## config.mk

```make
export PLATFORM = sky130hd
export DESIGN_NAME = sbs_board_flat
export DESIGN_NICKNAME = d
export VERILOG_FILES = /design/src/design/sbs_pkg.sv /design/src/design/sbs_link_if.sv /design/src/design/sbs_board.sv /design/src/flat_wrapper.sv
export SDC_FILE = /design/constraint.sdc
export NUM_CORES = 1
export LEC_CHECK = 0
export BUFFER_PORTS_ARGS = -buffer_cell sky130_fd_sc_hd__clkbuf_2
export CAP_MARGIN = 10
export CORE_AREA = 5 5 91 93
export DETAILED_ROUTE_END_ITERATION = 8
export DIE_AREA = 0 0 96 98
export GPL_ROUTABILITY_DRIVEN = 0
export HOLD_SLACK_MARGIN = 0.15
export PLACE_DENSITY = 0.8
export RECOVER_POWER = 100
export REMOVE_ABC_BUFFERS = 1
export SLEW_MARGIN = 20
export SYNTH_ARGS = -nofsm -noshare
export SYNTH_HDL_FRONTEND = slang
export SYNTH_SLANG_ARGS = --single-unit
```

## constraint.sdc

```tcl
create_clock -name i_clk -period 1.7 [get_ports i_clk]
set_input_delay 0.17 -clock i_clk [delete_from_list [all_inputs] [get_ports i_clk]]
set_output_delay 0.17 -clock i_clk [all_outputs]
set_load 0.03 [all_outputs]
```

## src/design/sbs_pkg.sv

```systemverilog
// constants shared by both ends of the board synchronisation link
// assumes a 50 MHz system clock and an APB master on the board side
// Function
// - code 120 removes board from the group
// - group shares sample clock and trigger lines
// - shared bus joins four boards at most
// - exactly one clock master, others clock slaves
// - any joined board may be trigger master
// - clock-only sharing, boards trigger independently
// - hub joins sixteen boards, one link each
// - excluded board runs alone, others undisturbed
// - hub ORs triggers of several masters
// - OR combine only from hub revision four
// - code 101 trigger master, 111 trigger slave
// - trigger role needed before group start
// - no OR on bus; hub carrier must master
package sbs_pkg;
    localparam int unsigned CLK_PERIOD_NS = 20;
    localparam int unsigned LINK_CLK_PERIOD_NS = 160;
    localparam int unsigned LINK_HALF_CYC = LINK_CLK_PERIOD_NS / (2 * CLK_PERIOD_NS);
    localparam logic [3:0] LINK_HALF_LAST = 4'(LINK_HALF_CYC - 1);
    localparam logic [2:0] TRIG_HOLD_LAST = 3'h3;
    // register word offsets
    localparam logic [11:0] REG_BOARD_COMMAND = 12'h000;
    localparam logic [11:0] REG_SYNC_STATUS = 12'h004;
    // command codes
    localparam logic [31:0] CMD_EXCLUDE_FROM_GROUP = 32'h0000_0078;
    localparam logic [31:0] CMD_SET_TRIGGER_MASTER = 32'h0000_0065;
    localparam logic [31:0] CMD_SET_TRIGGER_SLAVE = 32'h0000_006F;
    localparam logic [31:0] CMD_SET_CLOCK_MASTER = 32'h0000_0082;
    localparam logic [31:0] CMD_SET_CLOCK_SLAVE = 32'h0000_0083;
    localparam logic [31:0] CMD_SET_CLOCK_ONLY = 32'h0000_0084;
    localparam logic [31:0] CMD_ARM = 32'h0000_0085;
    localparam logic [31:0] CMD_STOP = 32'h0000_0086;
    // status field positions
    localparam int unsigned ST_SYNC = 0;
    localparam int unsigned ST_CLK_MASTER = 1;
    localparam int unsigned ST_TRIG_MASTER = 2;
    localparam int unsigned ST_TRIG_SLAVE = 3;
    localparam int unsigned ST_CLOCK_ONLY = 4;
    localparam int unsigned ST_ARMED = 5;
    localparam int unsigned ST_RUNNING = 6;
    localparam int unsigned ST_CFG_ERROR = 7;
    // group limits
    localparam logic [4:0] CASCADE_MAX = 5'h04;
    localparam logic [4:0] HUB_MAX = 5'h10;
    localparam logic [3:0] HUB_OR_REV = 4'h4;
    localparam int unsigned PEERS = 15;
    typedef enum logic [1:0] {SBS_TR_NONE, SBS_TR_MASTER, SBS_TR_SLAVE} sbs_trig_role_e;
endpackage : sbs_pkg

```

## src/design/sbs_link_if.sv

```systemverilog
// one board-to-group synchronisation link
// assumes the bench joins a board end and a hub end on one instance
`timescale 1ns/1ps
interface sbs_link_if;
    logic brd_clk;
    logic brd_clk_oe;
    logic brd_trig;
    logic brd_sync;
    logic brd_tmaster;
    logic hub_clk;
    logic hub_trig;
    modport board (output brd_clk, output brd_clk_oe, output brd_trig, output brd_sync,
        output brd_tmaster, input hub_clk, input hub_trig);
    modport hub (input brd_clk, input brd_clk_oe, input brd_trig, input brd_sync,
        input brd_tmaster, output hub_clk, output hub_trig);
endinterface : sbs_link_if

```

## src/design/sbs_board.sv

```systemverilog
// board end: command and status registers over APB, role logic, sample timing
// assumes hub_clk and hub_trig arrive asynchronously from the group side
`timescale 1ns/1ps
module sbs_board import sbs_pkg::*; (
    input wire logic i_clk,
    input wire logic i_srst,
    input wire logic i_psel,
    input wire logic i_penable,
    input wire logic i_pwrite,
    input wire logic [11:0] i_paddr,
    input wire logic [31:0] i_pwdata,
    output logic [31:0] o_prdata,
    output logic o_pready,
    output logic o_pslverr,
    sbs_link_if.board lnk,
    input wire logic i_local_trig,
    output logic o_sample_tick,
    output logic o_start,
    output logic o_running
);
    logic [31:0] board_command;
    logic sync_en;
    logic clk_master;
    logic clock_only;
    sbs_trig_role_e trig_role;
    logic armed;
    logic running;
    logic cfg_error;
    logic trig_req;
    logic [3:0] div_cnt;
    logic link_clk;
    logic local_tick;
    logic [1:0] s1;
    logic [1:0] s2;
    logic [1:0] s3;
    logic [1:0] filt;
    logic [1:0] filt_q;
    logic hub_clk_rise;
    logic hub_trig_rise;
    logic acc;
    logic wr;
    logic mapped;
    logic cmd_wr;
    logic role_ok;
    logic start_now;

    assign acc = i_psel && i_penable;
    assign mapped = (i_paddr == REG_BOARD_COMMAND) || (i_paddr == REG_SYNC_STATUS);
    assign wr = acc && i_pwrite && mapped;
    assign cmd_wr = wr && (i_paddr == REG_BOARD_COMMAND);
    assign o_pready = 1'b1;
    assign o_pslverr = acc && !mapped;

    // three-stage input capture for hub clock and hub trigger
    genvar g;
    generate
        for (g = 0; g < 2; g++) begin : g_sync
            always_ff @(posedge i_clk) begin
                if (i_srst) begin
                    s1[g] <= 1'b0;
                    s2[g] <= 1'b0;
                    s3[g] <= 1'b0;
                    filt[g] <= 1'b0;
                    filt_q[g] <= 1'b0;
                end else begin
                    s1[g] <= (g == 0) ? lnk.hub_clk : lnk.hub_trig;
                    s2[g] <= s1[g];
                    s3[g] <= s2[g];
                    if (s2[g] == s3[g]) begin
                        filt[g] <= s3[g];
                    end
                    filt_q[g] <= filt[g];
                end
            end
        end
    endgenerate
    assign hub_clk_rise = filt[0] && !filt_q[0];
    assign hub_trig_rise = filt[1] && !filt_q[1];

    // command register and role state
    always_ff @(posedge i_clk) begin
        if (i_srst) begin
            board_command <= 32'h0000_0000;
            sync_en <= 1'b0;
            clk_master <= 1'b0;
            clock_only <= 1'b0;
            trig_role <= SBS_TR_NONE;
        end else if (cmd_wr) begin
            board_command <= i_pwdata;
            if (i_pwdata == CMD_EXCLUDE_FROM_GROUP) begin
                sync_en <= 1'b0;
                clk_master <= 1'b0;
                clock_only <= 1'b0;
                trig_role <= SBS_TR_NONE;
            end else if (i_pwdata == CMD_SET_TRIGGER_MASTER) begin
                sync_en <= 1'b1;
                clock_only <= 1'b0;
                trig_role <= SBS_TR_MASTER;
            end else if (i_pwdata == CMD_SET_TRIGGER_SLAVE) begin
                sync_en <= 1'b1;
                clock_only <= 1'b0;
                trig_role <= SBS_TR_SLAVE;
            end else if (i_pwdata == CMD_SET_CLOCK_MASTER) begin
                sync_en <= 1'b1;
                clk_master <= 1'b1;
            end else if (i_pwdata == CMD_SET_CLOCK_SLAVE) begin
                sync_en <= 1'b1;
                clk_master <= 1'b0;
            end else if (i_pwdata == CMD_SET_CLOCK_ONLY) begin
                sync_en <= 1'b1;
                clock_only <= 1'b1;
                trig_role <= SBS_TR_NONE;
            end
        end
    end

    // a joined board sharing the trigger must hold a trigger role to start
    assign role_ok = !sync_en || clock_only || (trig_role != SBS_TR_NONE);

    always_ff @(posedge i_clk) begin
        if (i_srst) begin
            cfg_error <= 1'b0;
        end else if (cmd_wr && i_pwdata == CMD_ARM) begin
            cfg_error <= !role_ok;
        end
    end

    // start: group trigger when sharing it, own trigger otherwise
    always_comb begin
        if (sync_en && !clock_only) begin
            start_now = armed && hub_trig_rise;
        end else begin
            start_now = armed && i_local_trig;
        end
    end

    always_ff @(posedge i_clk) begin
        if (i_srst) begin
            armed <= 1'b0;
        end else if (start_now || (cmd_wr && i_pwdata == CMD_STOP)) begin
            armed <= 1'b0;
        end else if (cmd_wr && i_pwdata == CMD_ARM && role_ok && !running) begin
            armed <= 1'b1;
        end
    end

    always_ff @(posedge i_clk) begin
        if (i_srst) begin
            running <= 1'b0;
        end else if (start_now) begin
            running <= 1'b1;
        end else if (cmd_wr && i_pwdata == CMD_STOP) begin
            running <= 1'b0;
        end
    end

    always_ff @(posedge i_clk) begin
        if (i_srst) begin
            o_start <= 1'b0;
        end else begin
            o_start <= start_now;
        end
    end
    assign o_running = running;

    // trigger master holds its request until the group trigger comes back
    always_ff @(posedge i_clk) begin
        if (i_srst) begin
            trig_req <= 1'b0;
        end else if (!armed || !sync_en || clock_only || trig_role != SBS_TR_MASTER) begin
            trig_req <= 1'b0;
        end else if (i_local_trig) begin
            trig_req <= 1'b1;
        end
    end

    // local timebase, also the link clock when this board is clock master
    always_ff @(posedge i_clk) begin
        if (i_srst) begin
            div_cnt <= 4'h0;
            link_clk <= 1'b0;
        end else if (div_cnt == LINK_HALF_LAST) begin
            div_cnt <= 4'h0;
            link_clk <= !link_clk;
        end else begin
            div_cnt <= div_cnt + 4'h1;
        end
    end
    assign local_tick = (div_cnt == LINK_HALF_LAST) && !link_clk;

    // clock slaves follow the distributed clock while joined
    always_ff @(posedge i_clk) begin
        if (i_srst) begin
            o_sample_tick <= 1'b0;
        end else if (sync_en && !clk_master) begin
            o_sample_tick <= hub_clk_rise;
        end else begin
            o_sample_tick <= local_tick;
        end
    end

    always_ff @(posedge i_clk) begin
        if (i_srst) begin
            lnk.brd_clk <= 1'b0;
            lnk.brd_clk_oe <= 1'b0;
            lnk.brd_trig <= 1'b0;
            lnk.brd_sync <= 1'b0;
            lnk.brd_tmaster <= 1'b0;
        end else begin
            lnk.brd_clk <= link_clk && sync_en && clk_master;
            lnk.brd_clk_oe <= sync_en && clk_master;
            lnk.brd_trig <= trig_req;
            lnk.brd_sync <= sync_en;
            lnk.brd_tmaster <= sync_en && !clock_only && trig_role == SBS_TR_MASTER;
        end
    end

    // read data is captured in the setup cycle
    always_ff @(posedge i_clk) begin
        if (i_srst) begin
            o_prdata <= 32'h0000_0000;
        end else if (i_psel && !i_penable) begin
            o_prdata <= 32'h0000_0000;
            if (i_paddr == REG_BOARD_COMMAND) begin
                o_prdata <= board_command;
            end else if (i_paddr == REG_SYNC_STATUS) begin
                o_prdata[ST_SYNC] <= sync_en;
                o_prdata[ST_CLK_MASTER] <= clk_master;
                o_prdata[ST_TRIG_MASTER] <= trig_role == SBS_TR_MASTER;
                o_prdata[ST_TRIG_SLAVE] <= trig_role == SBS_TR_SLAVE;
                o_prdata[ST_CLOCK_ONLY] <= clock_only;
                o_prdata[ST_ARMED] <= armed;
                o_prdata[ST_RUNNING] <= running;
                o_prdata[ST_CFG_ERROR] <= cfg_error;
            end
        end
    end
endmodule : sbs_board

```

## src/flat_wrapper.sv

```systemverilog
// flat-port wrapper written by rule: the top's interface ports become plain ports
module sbs_board_flat import sbs_pkg::*;
  (i_clk, i_srst, i_psel, i_penable, i_pwrite, i_paddr, i_pwdata, o_prdata, o_pready, o_pslverr, i_local_trig, o_sample_tick, o_start, o_running, lnk_brd_clk, lnk_brd_clk_oe, lnk_brd_trig, lnk_brd_sync, lnk_brd_tmaster, lnk_hub_clk, lnk_hub_trig);
  sbs_link_if lnk_i ();
  input wire logic i_clk;
  input wire logic i_srst;
  input wire logic i_psel;
  input wire logic i_penable;
  input wire logic i_pwrite;
  input wire logic [11:0] i_paddr;
  input wire logic [31:0] i_pwdata;
  output logic [31:0] o_prdata;
  output logic o_pready;
  output logic o_pslverr;
  input wire logic i_local_trig;
  output logic o_sample_tick;
  output logic o_start;
  output logic o_running;
  output wire logic [$bits(lnk_i.brd_clk)-1:0] lnk_brd_clk;
  output wire logic [$bits(lnk_i.brd_clk_oe)-1:0] lnk_brd_clk_oe;
  output wire logic [$bits(lnk_i.brd_trig)-1:0] lnk_brd_trig;
  output wire logic [$bits(lnk_i.brd_sync)-1:0] lnk_brd_sync;
  output wire logic [$bits(lnk_i.brd_tmaster)-1:0] lnk_brd_tmaster;
  input wire logic [$bits(lnk_i.hub_clk)-1:0] lnk_hub_clk;
  input wire logic [$bits(lnk_i.hub_trig)-1:0] lnk_hub_trig;
  assign lnk_brd_clk = lnk_i.brd_clk;
  assign lnk_brd_clk_oe = lnk_i.brd_clk_oe;
  assign lnk_brd_trig = lnk_i.brd_trig;
  assign lnk_brd_sync = lnk_i.brd_sync;
  assign lnk_brd_tmaster = lnk_i.brd_tmaster;
  assign lnk_i.hub_clk = lnk_hub_clk;
  assign lnk_i.hub_trig = lnk_hub_trig;
  sbs_board u_core (.i_clk(i_clk), .i_srst(i_srst), .i_psel(i_psel), .i_penable(i_penable), .i_pwrite(i_pwrite), .i_paddr(i_paddr), .i_pwdata(i_pwdata), .o_prdata(o_prdata), .o_pready(o_pready), .o_pslverr(o_pslverr), .lnk(lnk_i), .i_local_trig(i_local_trig), .o_sample_tick(o_sample_tick), .o_start(o_start), .o_running(o_running));
endmodule
```

Yosys cells after proc, flatten, opt, wreduce, memory -nomap -nowiden
Cells that the tools add are included.

storage, ports and cells
  output and inout port bits = 42
  register bits after elaboration = 95
  input port bits = 52
  word-level logic and storage cells = 129

cells by class
  add/sub/neg operators = 1
  eq/ne operators = 19
  reductions and logical operators = 51
  mux-type cells = 29

operators by type and width
  kind                                                    number
  equality test 32 x 8 -> 1 bit (second input constant)   5
  equality test 32 x 7 -> 1 bit (second input constant)   3
  two-way mux 24 bit                                      1
  logical AND 1 bit                                       21
  two-way mux 1 bit                                       20
  two-way mux 8 bit                                       2
  equality test 12 x 3 -> 1 bit (second input constant)   1
  zero test 12 bit                                        1
  two-way mux 2 bit                                       6
  zero test 1 bit                                         11
  inequality test 4 x 1 -> 1 bit (second input constant)  2
  AND reduction 4 bit                                     2
  logical OR 1 bit                                        7
  inequality test 2 x 1 -> 1 bit (second input constant)  3
  nonzero test 6 bit                                      1
  OR reduction 2 bit                                      3
  adder 4 x 1 -> 4 bit (second input constant)            1
  equality test 4 x 2 -> 1 bit (second input constant)    1
  nonzero test 2 bit                                      2
  nonzero test 4 bit                                      1
  nonzero test 3 bit                                      1
  equality test 1 bit                                     2
  equality test 2 x 1 -> 1 bit (second input constant)    1
  equality test 2 bit (second input constant)             1
  AND reduction 2 bit                                     1

Longest topological paths before layout
  depth in word-level cells = 7
  mapped depth = 7

Worst setup path before layout
OpenSTA, ideal clock, no wires.

  path kind = input -> register
  from = input i_paddr[4]
  to = register u_core.clk_master
  path slack = 0.186 ns
  path buffers = 2
  cell stages on the path = 7
  arrival = 1.397 ns
  required time = 1.583 ns
  cell sequence = nor4_2 -> nand4_1 -> buf_4 -> nor3_4 -> buf_6 -> o21ai_1 -> a32o_1

on the way
  longest elaborated chain between the ends = 5
  elaborated cells between the ends (all ways) = 6
  those cells by class = 1 x eq/ne; 5 x reduce/logical

ends and longest elaborated chain
  what                                                               RTL line                          RTL
  start, declared                                                    flat_wrapper.sv:10                input wire logic [11:0] i_paddr;
  equality test 12 x 3 -> 1 bit or zero test 12 bit (tied branches)  sbs_board.sv:48, sbs_board.sv:50
  logical OR 1 bit                                                   sbs_board.sv:48                   assign mapped = (i_paddr == REG_BOARD_COMMAND) || (i_paddr == REG_SYNC_STATUS);
  logical AND 1 bit                                                  sbs_board.sv:49                   assign wr = acc && i_pwrite && mapped;
  logical AND 1 bit *                                                sbs_board.sv:50                   assign cmd_wr = wr && (i_paddr == REG_BOARD_COMMAND);
  AND reduction 4 bit (no source line) *                             -
  end signal, assigned                                               sbs_board.sv:85                   clk_master <= 1'b0;
  end signal, assigned                                               sbs_board.sv:92                   clk_master <= 1'b0;
  end signal, assigned                                               sbs_board.sv:105                  clk_master <= 1'b1;
  end, declared                                                      sbs_board.sv:23                   logic clk_master;

Every way passes the cells marked *; elsewhere a longest branch is shown, timed or not.
A chain may end at the register's enable or synchronous reset.

Worst setup path after layout
  from = input i_pwdata[13]
  to = register u_core.running (netlist: u_core.o_running)

on the way
  longest elaborated chain between the ends = 3

ends and longest elaborated chain
  what                                 RTL line            RTL
  start, declared                      flat_wrapper.sv:11  input wire logic [31:0] i_pwdata;
  equality test 32 x 8 -> 1 bit        sbs_board.sv:152    end else if (cmd_wr && i_pwdata == CMD_STOP) begin
  logical AND 1 bit                    sbs_board.sv:152
  nonzero test 2 bit (no source line)  -
  end signal, assigned                 sbs_board.sv:149    running <= 1'b0;
  end signal, assigned                 sbs_board.sv:151    running <= 1'b1;
  end signal, assigned                 sbs_board.sv:153    running <= 1'b0;
  end, declared                        sbs_board.sv:27     logic running;

No other way between the ends.

==> summary.txt <==
Route
  – Vias: 3201
  – Number of vias per cell: 5.28
  – DRT Pass-1 Iters: 4
  – Post-route DRC violation count: 0
  – Final wirelength: 9160 µm
  – Antenna-violating nets left: 0
  – Starting DRC count in detailed routing: 197
  – WL per Instance: 15.1 µm

Min path
  – Hold WC Path Type: primary input to flop
  – Hold EP: u_core.board_command[4]$_SDFFE_PP0P_
  – Hold path startpoint: i_pwdata[4]
  – Hold Path Cell Cnt: 4

Synthesis
  – Yosys warns: 0
  – Largest area contributor in the netlist: dfxtp_1
  – Synth top area share: 0.517
  – Mapped Area: 3680 µm²
  – Top_reg_cell synth: dfxtp_1
  – Register area share after synthesis: 0.517
  – Number of synthesized flops with an enable pin: 0
  – Ys async rst share: 0
  – Gate Count Post-Synth: 372
  – Syn Area/Cell: 9.89 µm²
  – #FFs+latches synth: 95
  – Ranking of synthesized cells by area: dfxtp_1 (52%), mux2i_1 (8.2%), nor2_1 (7.9%)
  – Cell variety after synth: 53

Global routing
  – Grt total ovfl: 0
  – Vias in the first global route: 3183
  – Largest net degree at the start of global routing: 94
  – Initial antenna violation count: 0
  – First-pass GRT wire length: 15200 µm
  – GRT Util Overall: 0.202

Power and ir drop
  – PwrDens: 855 nW/µm²
  – LEAKAGE: 2.08 nW
  – Peak VDD IR: 0.589 mV

Critical path
  – Worst R2R Path Depth: 5
  – CP Data Arrival Time: 1.94 ns
  – R2r setup slk: 0.26 ns
  – Critical Path RT: 1.95 ns
  – RR Startpoint: u_core.div_cnt[0]$_SDFF_PP0_
  – CP startpoint kind: primary input
  – Critical path endpoint category: flop
  – R2r endpoint: u_core.o_sample_tick$_SDFF_PP0_
  – Worst-path maximum fanout: 11
  – Critical path class: primary input to flop

Die
  – IO Count: 94
  – Die width: 96 µm
  – Die ar.: 9410 µm²
  – Starting Density: 0.494
  – Core area: 7450 µm²
  – Die H: 98 µm
  – Site row count: 32

Final layout
  – Layout overhead on the synthesized area: 30.2%
  – Share of layout cells above drive strength 1: 0.200
  – ANT cells: 0
  – # fillers: 616
  – Final net count: 552
  – Most frequent cells in the layout: dfxtp_1 (95), nor2_1 (77), clkbuf_2 (52)
  – Post-Layout Cell Count: 606
  – Most common cell after layout, fill and taps aside: dfxtp_1

Timing
  – Setup TNS: 0 ns
  – Slew Limit Fails: 0
  – Max Fclk: 593 MHz
  – Final worst path period share: 0.993
  – WHS: 0.243 ns
  – Fin. Hold Viols: 0
  – Slew @ Worst Pin: 0.636 ns
  – Final min period: 1.69 ns
  – Max-slew headroom: 0.576
  – Worst Skew: 0.00616 ns
  – Final setup fails: 0

Outcome
  – Status: finished clean

Flow run
  – Max_cap viols: 0

Placement
  – Detailed placement HPWL: 6120 µm
  – PortBufs: 92
  – DP Cell Count: 559

Clocking
  – CTS buffer count: 9
  – CTS Root Cell: clkbuf_8
  – H-tree depth: 3
  – Sinks on Clock Net: 95
  – Worst-path clk slew: 0.09 ns
  – CTS tree: yes
  – CTS Buffer Depth: 2
  – Clock Latency Late Sink: 0.35 ns
## final cells by class
cell class,instances,area (µm²),area share
Inverter,7,26.3,0.00549
Multi-Input combinational cell,245,1630,0.340
Tap cell,102,128,0.0267
Sequential cell,95,1900,0.397
Clock buffer,12,165,0.0345
Clock inverter,4,52.6,0.0110
Timing Repair Buffer,141,887,0.185
## metrics by stage
| stage | area, µm² | power, mW | worst slack [ns] | utilization |
|---|---|---|---|---|
| 2_1_floorplan | 3560 | 2.36 | -1.51 | - |
| 3_3_place_gp | 4320 | 2.52 | 0.000232 | 0.580 |
| 3_5_place_dp | 4320 | 2.53 | -0.0522 | 0.580 |
| 4_1_cts | 4850 | 4.12 | 0.0135 | 0.651 |
| 5_1_grt | 4790 | 4.24 | -0.0259 | 0.643 |
| 6_report | 4790 | 4.09 | 0.0124 | 0.643 |
## cells by family (layout without fill, tap and decap cells)
family          after synthesis  in the layout  share of synthesized area
simple gates                143            143                      0.209
buf+inv                      32            164                     0.0391
flops                        95             95                      0.517
mux                          36             36                      0.100
other cells                   1              1                    0.00102
fa+ha+maj                     1              1                    0.00340
compound gates               61             61                      0.123
xor+xnor                      3              3                    0.00715
## routing by layer
metal | vias to the layer above | global-route usage | part of all wire
met5 | - | 0 | 0
met4 | 0 | 0.0766 | 0.027
met3 | 22 | 0.0624 | 0.061
met2 | 97 | 0.329 | 0.50
met1 | 1521 | 0.248 | 0.41
li1 | 1561 | - | -
## worst max-delay path by stage
stage	from	depth (start not counted)	slack, ns	to
after floorplan	i_paddr[4]	5	-1.51	u_core.o_running$_SDFFE_PP0P_
after global placement	i_pwdata[21]	8	0.0002	u_core.o_running$_SDFFE_PP0P_
after detailed placement	i_pwdata[21]	8	-0.05	u_core.o_running$_SDFFE_PP0P_
after CTS	i_pwdata[12]	8	0.01	u_core.o_running$_SDFFE_PP0P_
after global routing	i_pwdata[13]	8	-0.03	u_core.o_running$_SDFFE_PP0P_
final	i_pwdata[13]	8	0.01	u_core.o_running$_SDFFE_PP0P_
## flip-flops by register name, indices dropped and copies added, names as in the netlist, 2 cells and up
| signal | count |
|---|---|
| u_core.filt_q | 2 |
| u_core.s3 | 2 |
| u_core.trig_role | 2 |
| u_core.board_command | 32 |
| u_core.s2 | 2 |
| u_core.o_prdata | 32 |
| u_core.filt | 2 |
| u_core.div_cnt | 4 |
| u_core.s1 | 2 |
## cell usage after synthesis, types with 2 or more instances
library cell	number
nand2b_1	5
dfxtp_1	95
nor4_1	10
clkbuf_1	11
and3_1	3
nand4_1	3
a21oi_1	9
nor2b_1	11
nand3b_1	5
nor3_4	2
nor3b_1	5
mux2i_1	30
o21a_1	2
nor3_1	4
xor2_1	2
mux2_2	6
nand2_1	5
nand3_1	2
buf_1	4
buf_2	7
a22oi_1	32
nor2_1	77
o21ai_0	4
nor4_2	2
buf_4	2
inv_1	7
## repair_timing
action / CTS / global route
gates resized for setup: 0 / 2
hold buffers: 31 / 0
buffers inserted: 0 / 0
endpoints found under the setup margin: 0 / 7
hold endpoints to repair: 31 / 0
## report_power, final
| group | total (mW) | internal [mW] | switching, mW | leakage [nW] |
|---|---|---|---|---|
| Clock | 1.56 | 0.800 | 0.760 | 0.101 |
| Sequential | 2.25 | 2.24 | 0.00810 | 0.766 |
| Combinational | 0.286 | 0.141 | 0.145 | 1.21 |
## critical path: stages
cell	delay [ns]
dlygate4sd3_1	0.53
clkbuf_2	0.13
nor4_2	0.31
nand2_1	0.14
nor3_4	0.16
buf_12	0.15
a41oi_1	0.14
a21o_1	0.21
No activity file was read; power rests on OpenSTA's default activity.
